### src/rtl/masd_pkg.sv
/*
 * Constants and carrier types for the module address space decoder.
 * Assumes a 24-bit internal module bus address, 16-bit data and a
 * 3-bit access space code from the processor core.
 */
// Notes on behaviour
// - Register block decodes where address bits 23..20 equal the module-map bit then 111.
// - Unused locations and unused bits inside the register area read as zero.
// - Vectors come from supervisor data space; reset vector from supervisor program.
// - Only reset vector is fixed; others sit relative to the vector base.
// - Vector address is upper 22 vector-base bits, vector number, two zero bits.
// - Unused register-block addresses go off chip; reserved blocks never do.
// - Some internal registers refuse accesses made in user space.
package masd_pkg;

	localparam int          ADDR_W          = 24;
	localparam int          DATA_W          = 16;
	localparam int          SLOT_CNT        = 16;

	// Register block select nibble: {module_map_bit, 3'b111}
	localparam logic [2:0]  BLOCK_LOW_BITS  = 3'h7;
	// Register area inside the selected megabyte, addr[19:12]
	localparam logic [7:0]  REG_AREA_PAGE   = 8'hff;
	localparam logic        MAP_RESET       = 1'h1;

	// Slot classes, 2 bits per slot of 256 bytes, slot = addr[11:8]
	localparam logic [1:0]  SLOT_USED       = 2'h0;
	localparam logic [1:0]  SLOT_ZERO       = 2'h1;
	localparam logic [1:0]  SLOT_EXTERNAL   = 2'h2;
	localparam logic [1:0]  SLOT_RESERVED   = 2'h3;
	localparam logic [31:0] SLOT_MAP_RESET  = 32'h0f7d_9c40;
	localparam logic [15:0] SUPER_ONLY_RESET = 16'h8001;

	// Access space codes
	localparam logic [2:0]  SPACE_SUPER_DATA = 3'h5;
	localparam logic [2:0]  SPACE_SUPER_PROG = 3'h6;
	localparam int          SPACE_SUPER_BIT  = 2;

	localparam int          BASE_KEEP_LSB   = 10;
	localparam logic [31:0] RESET_VEC_ADDR  = 32'h0000_0000;

	typedef struct packed {
		logic              valid;
		logic              write;
		logic [2:0]        accessSpaceCode;
		logic [ADDR_W-1:0] addr;
	} masd_req_t;

	typedef struct packed {
		logic              valid;
		logic              toInternal;
		logic              toExternal;
		logic              busError;
		logic [DATA_W-1:0] rdata;
	} masd_rsp_t;

	typedef struct packed {
		logic       valid;
		logic       isReset;
		logic [7:0] number;
	} masd_vreq_t;

	typedef struct packed {
		logic        valid;
		logic [2:0]  accessSpaceCode;
		logic [31:0] addr;
	} masd_vrsp_t;

endpackage

### src/rtl/masd_decode.sv
/*
 * Address space decoder for the internal module bus: places the module
 * control register block, zero-fills unused locations and bits, routes
 * unused addresses off chip, guards supervisor-only slots and forms
 * exception vector addresses.
 * Assumes module read data and its implemented-bit mask are valid in the
 * cycle of the request, and that inputs are synchronous to clock.
 */
`timescale 1ns/1ps

module masd_decode #(
	parameter logic [31:0] SLOT_MAP   = masd_pkg::SLOT_MAP_RESET,
	parameter logic [15:0] SUPER_ONLY = masd_pkg::SUPER_ONLY_RESET
) (
	input  wire logic                           clock,
	input  wire logic                           resetn,
	input  wire masd_pkg::masd_req_t            busReq,
	input  wire logic [masd_pkg::DATA_W-1:0]    moduleRdata,
	input  wire logic [masd_pkg::DATA_W-1:0]    moduleBitMask,
	input  wire logic                           mapWrite,
	input  wire logic                           mapValue,
	input  wire logic [31:0]                    vector_base_register,
	input  wire masd_pkg::masd_vreq_t           vecReq,
	output masd_pkg::masd_rsp_t                 busRsp,
	output masd_pkg::masd_vrsp_t                vecRsp,
	output logic                                module_map_signal
);

	// ******************************************************
	// Decode helpers
	// ******************************************************
	function automatic logic inBlock(input logic [23:0] a, input logic m);
		inBlock = (a[23:20] == {m, masd_pkg::BLOCK_LOW_BITS});
	endfunction

	function automatic logic [1:0] slotClass(input logic [23:0] a);
		if (a[19:12] != masd_pkg::REG_AREA_PAGE) begin
			slotClass = masd_pkg::SLOT_EXTERNAL;
		end else begin
			slotClass = SLOT_MAP[{a[11:8], 1'b0} +: 2];
		end
	endfunction

	// ******************************************************
	// Module-map bit
	// ******************************************************
	logic module_map_bit_r;
	logic module_map_bit_nxt;

	always_comb begin
		module_map_bit_nxt = module_map_bit_r;
		if (mapWrite) begin
			module_map_bit_nxt = mapValue;
		end
	end

	always_ff @(posedge clock or negedge resetn) begin
		if (!resetn) begin
			module_map_bit_r <= masd_pkg::MAP_RESET;
		end else begin
			module_map_bit_r <= module_map_bit_nxt;
		end
	end

	assign module_map_signal = module_map_bit_r;

	// ******************************************************
	// Bus access decode
	// ******************************************************
	masd_pkg::masd_rsp_t busRsp_r;
	masd_pkg::masd_rsp_t busRsp_nxt;
	logic                hit;
	logic [1:0]          cls;
	logic                userSpace;

	always_comb begin
		hit        = inBlock(busReq.addr, module_map_bit_r);
		cls        = slotClass(busReq.addr);
		userSpace  = !busReq.accessSpaceCode[masd_pkg::SPACE_SUPER_BIT];
		busRsp_nxt = '0;
		busRsp_nxt.valid = busReq.valid;
		if (busReq.valid) begin
			if (!hit) begin
				busRsp_nxt.toExternal = 1'b1;
			end else begin
				case (cls)
					masd_pkg::SLOT_USED: begin
						if (userSpace && SUPER_ONLY[busReq.addr[11:8]]) begin
							busRsp_nxt.busError = 1'b1;
						end else begin
							busRsp_nxt.toInternal = 1'b1;
							if (!busReq.write) begin
								busRsp_nxt.rdata = moduleRdata & moduleBitMask;
							end
						end
					end
					masd_pkg::SLOT_ZERO: begin
						busRsp_nxt.toInternal = 1'b1;
					end
					masd_pkg::SLOT_EXTERNAL: begin
						busRsp_nxt.toExternal = 1'b1;
					end
					masd_pkg::SLOT_RESERVED: begin
						busRsp_nxt.busError = 1'b1;
					end
					default: begin
						busRsp_nxt.busError = 1'b1;
					end
				endcase
			end
		end
	end

	always_ff @(posedge clock or negedge resetn) begin
		if (!resetn) begin
			busRsp_r <= '0;
		end else begin
			busRsp_r <= busRsp_nxt;
		end
	end

	assign busRsp = busRsp_r;

	// ******************************************************
	// Exception vector address
	// ******************************************************
	masd_pkg::masd_vrsp_t vecRsp_r;
	masd_pkg::masd_vrsp_t vecRsp_nxt;

	always_comb begin
		vecRsp_nxt       = '0;
		vecRsp_nxt.valid = vecReq.valid;
		if (vecReq.valid) begin
			if (vecReq.isReset) begin
				vecRsp_nxt.addr            = masd_pkg::RESET_VEC_ADDR;
				vecRsp_nxt.accessSpaceCode = masd_pkg::SPACE_SUPER_PROG;
			end else begin
				vecRsp_nxt.addr = {vector_base_register[31:masd_pkg::BASE_KEEP_LSB],
					vecReq.number, 2'h0};
				vecRsp_nxt.accessSpaceCode = masd_pkg::SPACE_SUPER_DATA;
			end
		end
	end

	always_ff @(posedge clock or negedge resetn) begin
		if (!resetn) begin
			vecRsp_r <= '0;
		end else begin
			vecRsp_r <= vecRsp_nxt;
		end
	end

	assign vecRsp = vecRsp_r;
endmodule

### config.mk
export PLATFORM = sky130hd
export DESIGN_NAME = masd_decode
export DESIGN_NICKNAME = d
export VERILOG_FILES = /design/src/rtl/masd_pkg.sv /design/src/rtl/masd_decode.sv
export SDC_FILE = /design/constraint.sdc
export NUM_CORES = 1
export LEC_CHECK = 0
export BUFFER_PORTS_ARGS = -buffer_cell sky130_fd_sc_hd__buf_2
export CAP_MARGIN = 20
export CORE_ASPECT_RATIO = 0.6
export CORE_MARGIN = 5
export CORE_UTILIZATION = 41
export CTS_BUF_LIST = sky130_fd_sc_hd__clkbuf_8
export DETAILED_ROUTE_END_ITERATION = 12
export GPL_TIMING_DRIVEN = 0
export PLACE_DENSITY_LB_ADDON = 0.25
export SETUP_SLACK_MARGIN = 0.05
export SLEW_MARGIN = 20
export SYNTH_ARGS = -nofsm -noshare
export SYNTH_HDL_FRONTEND = slang
export SYNTH_SLANG_ARGS = --single-unit
### constraint.sdc
create_clock -name clock -period 2.2 [get_ports clock]
set_clock_uncertainty 0.1 [all_clocks]
set_input_delay 0.22 -clock clock [delete_from_list [all_inputs] [get_ports clock]]
set_output_delay 0.22 -clock clock [all_outputs]
set_load 0.01 [all_outputs]
==> summary.md, run 1 <==
| Metric | Value |
|---|---|
| Synth Cell Area | approximately 0.0021 mm^2 |
| Commonest non-fill, non-tap cell in the layout | buf_2 |
| Worst skew pair latency | 0.30 ns |
| Area Overhead vs Synth | 42.9% |
| CTS buffer count | 5 |
| Cell mode on critical path | ha_1 |
| Register area | 0.00135 mm^2 |
| Fill count | 422 |
| Die footprint | just under 0.007 mm^2 |
| R2R depth | 4 |
| CTS tree | done |
| Initial Util | between 40% and 50% |
| Crit path kind | input port to flip-flop |
| Clk buf depth | 2 |
| Tot GR Track Use | 16.5% |
| Final Cell Area | between 0.003 and 0.004 mm^2 |
| Critical Path Sink Type | flip-flop |
| Initial antenna violation count | 0 |
| Routed WL | 5.25 mm |
| Hold_sp | vector_base_register[31] |
| Worst Path Required | 2.31 ns |
| # rows | 20 |
| Fin nets | between 400 and 500 |
| Post-place setup slack | -0.146 ns |
| # H-tree levels | 2 |
| Clk slew on worst S/H paths | 0.09 ns |
| DP Area | 0.00291 mm^2 |
| Slew Viols, Final | 0 |
| Synth warn | 0 |
| Cells after DPL | 373 |
| DRT Pass-1 Iters | 4 |
| Worst-path cell chain | buf_2 > ha_1 > or3_2 > nand3_1 > ha_1 > or3b_1 > buf_6 > buf_12 > nor4_2 |
| First-pass GRT wire length | 8.38 mm |
| Hold endpoint | vecRsp[31] |
| RSZ-0062 raised after global routing | no |
| Post-DP HPWL | around 4.2 mm |
| Routed len/inst | between 10 and 15 um |
| Ant diodes | 0 |
| Die W | 103 um |
| I/O pin total | 164 |
| FMAX | 491 MHz |
| Worst Path Max Fanout | 10 |
| Reg-to-reg startpoint | module_map_signal |
| Die Ht | approximately 66 um |
| Postcts setup bufs | 0 |
| Tot Pwr | 1.79 mW |
| Final WS setup | 0.163 ns |
| Synth Area per Inst | 12.8 um^2 |
| Post-CTS Hold Buffers | 3 |
| HP Class | input port to flip-flop |
| Seq cells post-synth | 54 |
| Finished Layout Cells | ~380 |
| Vias in the first global route | roughly 1800 |
| Starting DRT DRC Count | 27 |
| Worst EP arrival | between 2 and 2.5 ns |
| Fin. Hold Viols | 0 |
| Yosys cell types | 33 |
| Slew margin rel. | 56.2% |
| Post-DR vias/cell | 4.40 |
| Commonest cells after routing, fill and taps aside | buf_2 (140), dfrtp_1 (53), and2_1 (31) |
| Pin count of the biggest net entering global routing | 55 |
| Seq/Total Area, Yosys | 63.8% |
| Worst-Margin Slew | 0.656 ns |
| Async SR Flop Fraction | 100% |
| Top_reg_cell synth | dfrtp_1 |
| Leak | 1.70 nW |
| Slowest stage delay, CP | 0.46 ns |
| R2r setup slk | 0.40 ns |
| Hold Crit Depth | 2 |
| Max_cap viols | 0 |
| Port bufs | 140 |
| Slowest CP cell | or3_2 |
| EDFF count, synth | 0 |
| Peak VDD IR | 396 uV |
| Post-route DRC | 0 |
| Layout cell share with drive strength beyond 1 | between 50% and 60% |
| ANT nets after route | 0 |
| Grt total ovfl | 0 |
| Worst Setup Start Kind | input port |
| # clock sinks | 54 |
| Status | finished, final reports clean |
| DR vias | 1689 |
| Final setup vio count | 0 |
| Gpl congestion | ~0.73 |
| Footprint of the multi-input gates | 678 um^2 |
| Crit path time final | 2.04 ns |
| Worst reg2reg endpoint | busRsp[15] |
| Post-CTS sizing | 0 |
| Power per Cell Area | 589 mW/mm^2 |
| Post-Syn Instances | around 170 |
| CTS Root Cell | clkbuf_8 |
| Util after Layout | 60.2% |
| Area of the core | around 0.005 mm^2 |
| Fin crit share | 92.6% |
## cell usage after synthesis (2+ instances only)
master / n / area share [%]
nand3b_1: 2 / 0.71
ha_1: 6 / 3.5
nand3_1: 3 / 0.71
nor4_2: 7 / 4.1
clkbuf_1: 3 / 0.53
nand2_1: 17 / 3.0
o21ai_0: 2 / 0.47
inv_1: 4 / 0.71
buf_4: 3 / 1.1
nand4_1: 2 / 0.59
and3_1: 3 / 0.89
dfrtp_1: 53 / 63
nor4_1: 8 / 2.4
nor2b_1: 3 / 0.89
buf_1: 2 / 0.35
and2_1: 31 / 9.2
## routing by layer
| metal | vias up | part of all wire, % | track usage [%] |
|---|---|---|---|
| met5 | - | 0 | 0 |
| met4 | 0 | 1.1 | 4.85 |
| met3 | 7 | 13 | 6.47 |
| met2 | 86 | 46 | 26.4 |
| met1 | 752 | 40 | 20.8 |
| li1 | 844 | - | - |
## worst max-delay path by stage
stage               startpoint         end
floorplan            busReq[8]   busRsp[7]
global placement     busReq[8]  busRsp[10]
detailed placement   busReq[8]  busRsp[13]
CTS                  busReq[8]  busRsp[13]
global route         busReq[8]   busRsp[7]
finish               busReq[8]  busRsp[13]
## cell families after synthesis
family	Yosys count	share of synthesized area (%)
other	1	0.177
buffers and inverters	15	4.37
and+or+nand+nor	83	25.7
adders and majority gates	6	3.54
AOI/OAI and AO/OA	5	1.42
DFF	54	63.8
muxes	1	0.531
xor gates and xnor gates	1	0.413
## sequential cells by signal, summed over array words and instances (netlist names)
register,flops
busRsp,20
vecRsp,33
module_map_signal,1
## critical path: cells and delay by family
kind | cells | cell delay, ns
fa+ha+maj | 2 | 0.37
buf+inv | 3 | 0.40
simple gates | 4 | 1.15
## area by class of cell
cell class                 count  area share [%]
multi-input combinational     98            22.4
clock buffer                   6            2.73
clock inverter                 2           0.248
tap                           66            2.73
timing repair buffer         143            24.2
sequential                    54            44.7
buffer                        11            2.56
inverter                       4           0.496
## through the flow
step	TNS, ns	hold slack, ns
global placement	-1.13	0.251
CTS	0	0.00717
floorplan	0	-0.176
detailed placement	-1.52	0.196
finish	0	0.0180
global route	0	0.00135
## power breakdown
group / total [mW] / leakage [nW] / switching (mW) / internal, mW
combinational: 0.214 / 0.918 / 0.107 / 0.107
sequential: 1.03 / 0.726 / 0.00805 / 1.02
clock: 0.543 / 0.0538 / 0.295 / 0.248
total: 1.79 / 1.70 / 0.410 / 1.38
Power figures use the tool's default switching activity.
==> inputs of run 2 (changes only) <==
- CORE_UTILIZATION: 41 -> 37
- clock period: 2.2 -> 1.7 ns (I/O delays scaled with it)
==> run 2 against run 1 <==
The run now ends with setup timing left. Routed wire length is 29% higher. Sequential share of layout area is 9.8 points lower. Sequential cell count stayed put. Sequential power is 29% higher. Final cell count is 20% higher. Via count is 19% higher. Critical path depth stayed put. Non-clock buffer count is 63 higher. Utilization is 9.4 points higher. Clock-buffer cell count stayed put. Clock power is 40% higher. Register-to-register slack worse by 0.33 ns.
==> summary.md, run 2 (same netlist as run 1, synthesis figures left out) <==
| Metric | Value |
|---|---|
| Area Overhead vs Synth | 82.9% |
| # clock sinks | 54 |
| Final WS setup | -0.0861 ns |
| Power per Cell Area | 646 mW/mm^2 |
| Worst Path Max Fanout | 6 |
| Routed WL | 6.75 mm |
| Sw Ratio | between 20% and 30% |
| Ant diodes | 0 |
| Largest register FFs | 33 |
| Comb pwr share | 16.6% |
| Die W | 108 um |
| Leak | 1.99 nW |
| Worst reg2reg endpoint | busRsp[10] |
| FMAX | 560 MHz |
| Clk buf depth | 2 |
| Layout cell share with drive strength beyond 1 | 51.4% |
| Vias in the first global route | 2172 |
| Sequential cell fraction of total power | 53.1% |
| I/O pin total | 164 |
| Final Cell Area | 0.00388 mm^2 |
| Final setup vio count | 9 |
| # rows | 21 |
| Fill count | 460 |
| Status | complete, but fails checks |
| R2R depth | 4 |
| Grt total ovfl | 0 |
| Post-route DRC | 0 |
| Fin. Hold Viols | 0 |
| Clk network pwr share | 30.3% |
| Hold Crit Depth | 3 |
| Commonest cells after routing, fill and taps aside | buf_2 (139), dlygate4sd3_1 (56), dfrtp_1 (53) |
| NetSw | 612 uW |
| Reg-to-reg startpoint | module_map_signal |
| Starting DRT DRC Count | a little over 40 |
| DR vias | 2009 |
| Tot GR Track Use | 17.6% |
| Fin crit share | 105% |
| P_int | ~1.9 mW |
| Commonest non-fill, non-tap cell in the layout | buf_2 |
| Max_cap viols | 0 |
| Worst skew pair latency | 0.30 ns |
| End point of the critical path | busRsp[3] |
| Die footprint | 0.00739 mm^2 |
| Worst Path Required | 1.80 ns |
| Slew margin rel. | 38.9% |
| Pin count of the biggest net entering global routing | 55 |
| First-pass GRT wire length | 10.0 mm |
| Worst Setup Start Kind | input port |
| HP Class | input port to flip-flop |
| Crit path time final | 1.79 ns |
| Tot Pwr | 2.50 mW |
| Port bufs | 140 |
| Initial Util | 38.1% |
| CTS tree | done |
| Worst-Margin Slew | approximately 0.9 ns |
| Post-DP HPWL | 4.28 mm |
| ANT nets after route | 0 |
| Die Ht | 68.6 um |
| Fin nets | 493 |
| DRT Pass-1 Iters | 4 |
| CTS Root Cell | clkbuf_8 |
| Peak VDD IR | 415 uV |
| Routed len/inst | 14.6 um |
| Worst Setup SP | busReq[8] |
| Crit path kind | input port to flip-flop |
| Failing checks | setup timing |
| Clk slew on worst S/H paths | around 0.090 ns |
| Post-DR vias/cell | 4.36 |
| Gpl congestion | 0.711 |
| Critical Path Sink Type | flip-flop |
| Worst EP arrival | 1.89 ns |
| RSZ-0062 raised after global routing | yes |
| # H-tree levels | 2 |
| DP Area | about 0.003 mm^2 |
| Slew Viols, Final | 0 |
| Post-place setup slack | -0.352 ns |
| CTS buffer count | 5 |
| Area of the core | roughly 0.0056 mm^2 |
| Hold Slack | ~0.016 ns |
| R2r setup slk | 0.07 ns |
| Initial antenna violation count | 0 |
==> run 2: cell count changes in the layout (fill, tap and decap cells not counted), moves of 4 or more <==
cell	delta
inv_1	-4
buf_4	+8
nor4_1	-6
dlygate4sd3_1	+53
ha_1	-4
nor4_4	+5
ha_4	+4
==> run 2: repair_timing <==
action / 4_1_cts / 5_1_grt
hold buffers: 56 / 0
endpoints found under the setup margin: 12 / 18
hold endpoints to repair: 99 / 0
gates cloned: 0 / 1
setup buffers: 6 / 3
pin swaps: 2 / 5
resized for setup: 7 / 21
==> run 2: layout make-up <==
class / instances / area (um^2) / share of cell area (%)
Clock inverter: 2 / 16.3 / 0.419
Buffer: 11 / 81.3 / 2.10
Timing Repair Buffer: 206 / 1370 / 35.3
Multi-Input combinational cell: 98 / 855 / 22.0
Clock buffer: 6 / 82.6 / 2.13
Tap cell: 80 / 100 / 2.58
Sequential cell: 54 / 1350 / 34.9
Inverter: 4 / 20.0 / 0.516
==> run 2: per-stage QoR <==
step / setup TNS, ns / util, % / cells
2_1_floorplan: -0.921 / - / 167
3_3_place_gp: -4.88 / 53.6 / 387
3_5_place_dp: -4.95 / 53.6 / 387
4_1_cts: 0 / 67.0 / 457
5_1_grt: -0.754 / 69.6 / 461
6_report: -0.306 / 69.6 / 461
==> run 2: worst min-delay path by stage <==
stage / from / endpoint / slack, ns
after detailed placement: resetn / vecRsp[22] / 0.16
final: moduleRdata[15] / busRsp[15] / 0.02
after global routing: moduleBitMask[13] / busRsp[13] / 0.01
after floorplan: resetn / busRsp[0] / -0.23
after global placement: vecReq[9] / vecRsp[34] / 0.20
after CTS: mapWrite / module_map_signal / 0.007
==> run 2: power groups by stage <==
stage / Combinational (mW) / Sequential [mW] / Clock, mW
after global routing: 0.456 / 1.34 / 0.844
after global placement: 0.281 / 1.35 / 0
final: 0.415 / 1.33 / 0.759
after detailed placement: 0.285 / 1.36 / 0
after CTS: 0.400 / 1.33 / 0.791
after floorplan: 0.0844 / 1.38 / 0
==> run 2: worst max-delay path: stages <==
cell and delay, ns:
buf_6 0.11, ha_4 0.15, or3_4 0.35, nand3_4 0.10, ha_4 0.13, or3b_4 0.37
buf_8 0.15, buf_2 0.19, nor4_2 0.17
==> run 2: metal layers <==
metal  wire length [um]  part of all wire, %  track usage, %
met2               3570                   53            32.7
met5                  0                    0               0
met3                498                  7.4            5.67
met1               2570                   38            19.7
met4                103                  1.5            5.20
==> inputs of run 3 (changes only) <==
- ABC_AREA: unset -> 1
- ABC_CLOCK_PERIOD_IN_PS: unset -> 1700
==> run 3 against run 2 <==
The flow now finishes without violations. Synthesized cell count is 48% higher. Routed wire length fell by 12%. Sequential share of layout area rose by 3.6 points. Hold slack gained 0.013 ns. Design area decreased by 9.5%. Area after synthesis up 5.1%. Critical path type unchanged.
==> summary.md, run 3 <==
| Metric | Value |
|---|---|
| Die Ht | approximately 70 um |
| Synth warn | 0 |
| Tot GR Track Use | 15.5% |
| NetSw | 591 uW |
| Critical Path Sink Type | flip-flop |
| Async SR Flop Fraction | 100% |
| Comb pwr share | 14.0% |
| Gpl congestion | 0.776 |
| Largest register FFs | 33 |
| Most frequent cell after synthesis | nor2_1 |
| Tot Pwr | 2.59 mW |
| Routed WL | 5.94 mm |
| Clk network pwr share | roughly 35% |
| Routed len/inst | 11.6 um |
| Power per Cell Area | 737 mW/mm^2 |
| R2r setup slk | 0.31 ns |
| Grt total ovfl | 0 |
| Post-DR vias/cell | 4.04 |
| Worst skew pair latency | just under 0.3 ns |
| CP top delay family | adder cells |
| Final setup vio count | 0 |
| DRT Pass-1 Iters | 2 |
| Commonest cells post-synth | nor2_1 (57), dfrtp_1 (53), inv_1 (47) |
| XOR/XNOR share of the synthesized area | 0.730% |
| R2R depth | 6 |
| Starting DRT DRC Count | about 80 |
| ANT nets after route | 0 |
| Ant diodes | 0 |
| Synth Cell Area | 0.00223 mm^2 |
| Cell taking the most area after synthesis | dfrtp_1 |
| Worst-Margin Slew | 0.665 ns |
| Post-Syn Instances | roughly 250 |
| Max_cap viols | 0 |
| EDFF count, synth | 0 |
| Reg-to-reg startpoint | module_map_signal |
| HP Class | input port to flip-flop |
| Yosys cell types | 22 |
| Worst reg2reg endpoint | busRsp[11] |
| Area share of the leading cell type in the synthesized netlist | 59.6% |
| Area Overhead vs Synth | 57.6% |
| Simple-gate share of the synthesized area | 22.8% |
| Status | finished, final reports clean |
| Synth Area in Adders | 3.37% |
| Clk slew on worst S/H paths | around 0.09 ns |
| CTS Root Cell | clkbuf_8 |
| Sw Ratio | 22.9% |
| Crit path time final | 1.51 ns |
| Vias in the first global route | 2103 |
| Slew Viols, Final | 0 |
| Ranking of synthesized cells by area | dfrtp_1 (60%), nor2_1 (9.6%), inv_1 (7.9%) |
| Die W | 110 um |
| Seq cells post-synth | 54 |
| Fin. Hold Viols | 0 |
| Commonest cells after routing, fill and taps aside | buf_2 (141), nor2_1 (57), dfrtp_1 (53) |
| First-pass GRT wire length | 9.40 mm |
| I/O pin total | 164 |
| Sequential cell fraction of total power | about half |
| Post-synthesis mux area share | less than 1% |
| Crit path kind | input port to flip-flop |
| Peak VDD IR | 420 uV |
| Synth Area in Compound Gates | less than 1% |
| Post-DP HPWL | 4.26 mm |
| Top_reg_cell synth | dfrtp_1 |
| Slew margin rel. | between 50% and 60% |
| CTS tree | done |
| Worst EP arrival | 1.60 ns |
| Pin count of the biggest net entering global routing | 55 |
| Fin nets | roughly 540 |
| Initial antenna violation count | 0 |
| Slowest CP cell | ha_1 |
| Layout cell share with drive strength beyond 1 | 40.0% |
| P_int | 2.00 mW |
| Worst Setup SP | busReq[8] |
| Commonest non-fill, non-tap cell in the layout | buf_2 |
| Worst-path cell chain | buf_2 > inv_1 > ha_1 > nor2_1 > a21oi_1 > nand2_1 > nand2_1 > inv_1 > ha_1 > nand2_4 > buf_6 > nor2_2 |
| DR vias | 2061 |
| Crit. path cell count | 12 |
| Fin crit share | 88.8% |
| Clk buf depth | 2 |
| Leak | 2.09 nW |
| Fill count | 498 |
| Slowest stage delay, CP | 0.28 ns |
| # clock sinks | 54 |
| End point of the critical path | busRsp[15] |
| Synth Area per Inst | 9.09 um^2 |
| Seq/Total Area, Yosys | 60.7% |
| Area of the core | between 0.005 and 0.006 mm^2 |
| Worst Setup Start Kind | input port |
| RSZ-0062 raised after global routing | no |
| # rows | 21 |
| Die footprint | 0.00772 mm^2 |
| FMAX | 662 MHz |
| Worst Path Required | between 1.5 and 2 ns |
| # H-tree levels | 2 |
| Initial Util | 39.1% |
| Largest family of logic cells by synthesized area | simple AND/OR/NAND/NOR gates |
| Post-route DRC | 0 |
| Util after Layout | 61.6% |
| Buf+Inv Stages, Crit Path | 4 |
| Worst Path Max Fanout | 10 |
| Port bufs | 141 |
| CTS buffer count | 5 |
| Postcts setup bufs | 0 |
run 3: logic make-up after synthesis:
group,Yosys count
compound gates,4
other cells,1
fa+ha+maj,6
buf+inv,57
xor+xnor,1
mux,1
flops,54
simple gates,121
run 3: worst min path at each step:
stage,cells past startpoint,endpoint,slack (ns),startpoint
after floorplan,0,busRsp[0],-0.23,resetn
after global placement,1,vecRsp[34],0.23,vecReq[9]
after detailed placement,1,vecRsp[10],0.15,resetn
after CTS,2,module_map_signal,0.02,mapWrite
after global routing,2,module_map_signal,0.01,mapWrite
final,2,module_map_signal,0.03,mapWrite
run 3: power groups by stage:
stage	Sequential [mW]	Combinational (mW)	Clock [mW]
floorplan	1.38	0.0965	0
global placement	1.36	0.295	0
detailed placement	1.36	0.301	0
CTS	1.33	0.363	0.919
global route	1.34	0.408	0.997
finish	1.33	0.362	0.894
run 3: layout make-up:
cell class              count  area [um^2]  area share (%)
plain buffers               9         61.3            1.75
clock buffers               6         82.6            2.35
clock inverters             2         38.8            1.10
inverters                  48          180            5.13
multi-input cells         135          637            18.1
flip-flops and latches     54         1350            38.5
well taps                  80          100            2.85
repair buffers            176         1060            30.1
run 3: routing by layer:
layer,up-vias,GRT usage (%),share of wire (%)
li1,1066,-,-
met1,898,18.3,42
met2,93,25.9,45
met3,4,6.63,12
met4,0,3.55,0.79
met5,-,0,0
run 3: repair_timing:
item	in CTS	in global routing
hold buffers	35	0
setup endpoints to repair	0	0
resized for setup	0	0
endpoints found under the hold margin	88	0
run 3: metrics by stage:
| step | instance area (um^2) | setup WS, ns | instances | hold WS (ns) | TNS (ns) |
|---|---|---|---|---|---|
| after floorplan | 2230 | 0.129 | 246 | -0.226 | 0 |
| after global placement | 3040 | -0.101 | 467 | 0.226 | -0.982 |
| after detailed placement | 3040 | -0.135 | 467 | 0.148 | -1.32 |
| after CTS | 3510 | 0.187 | 510 | 0.0192 | 0 |
| after global routing | 3510 | 0.0947 | 510 | 0.0118 | 0 |
| final | 3510 | 0.190 | 510 | 0.0288 | 0 |
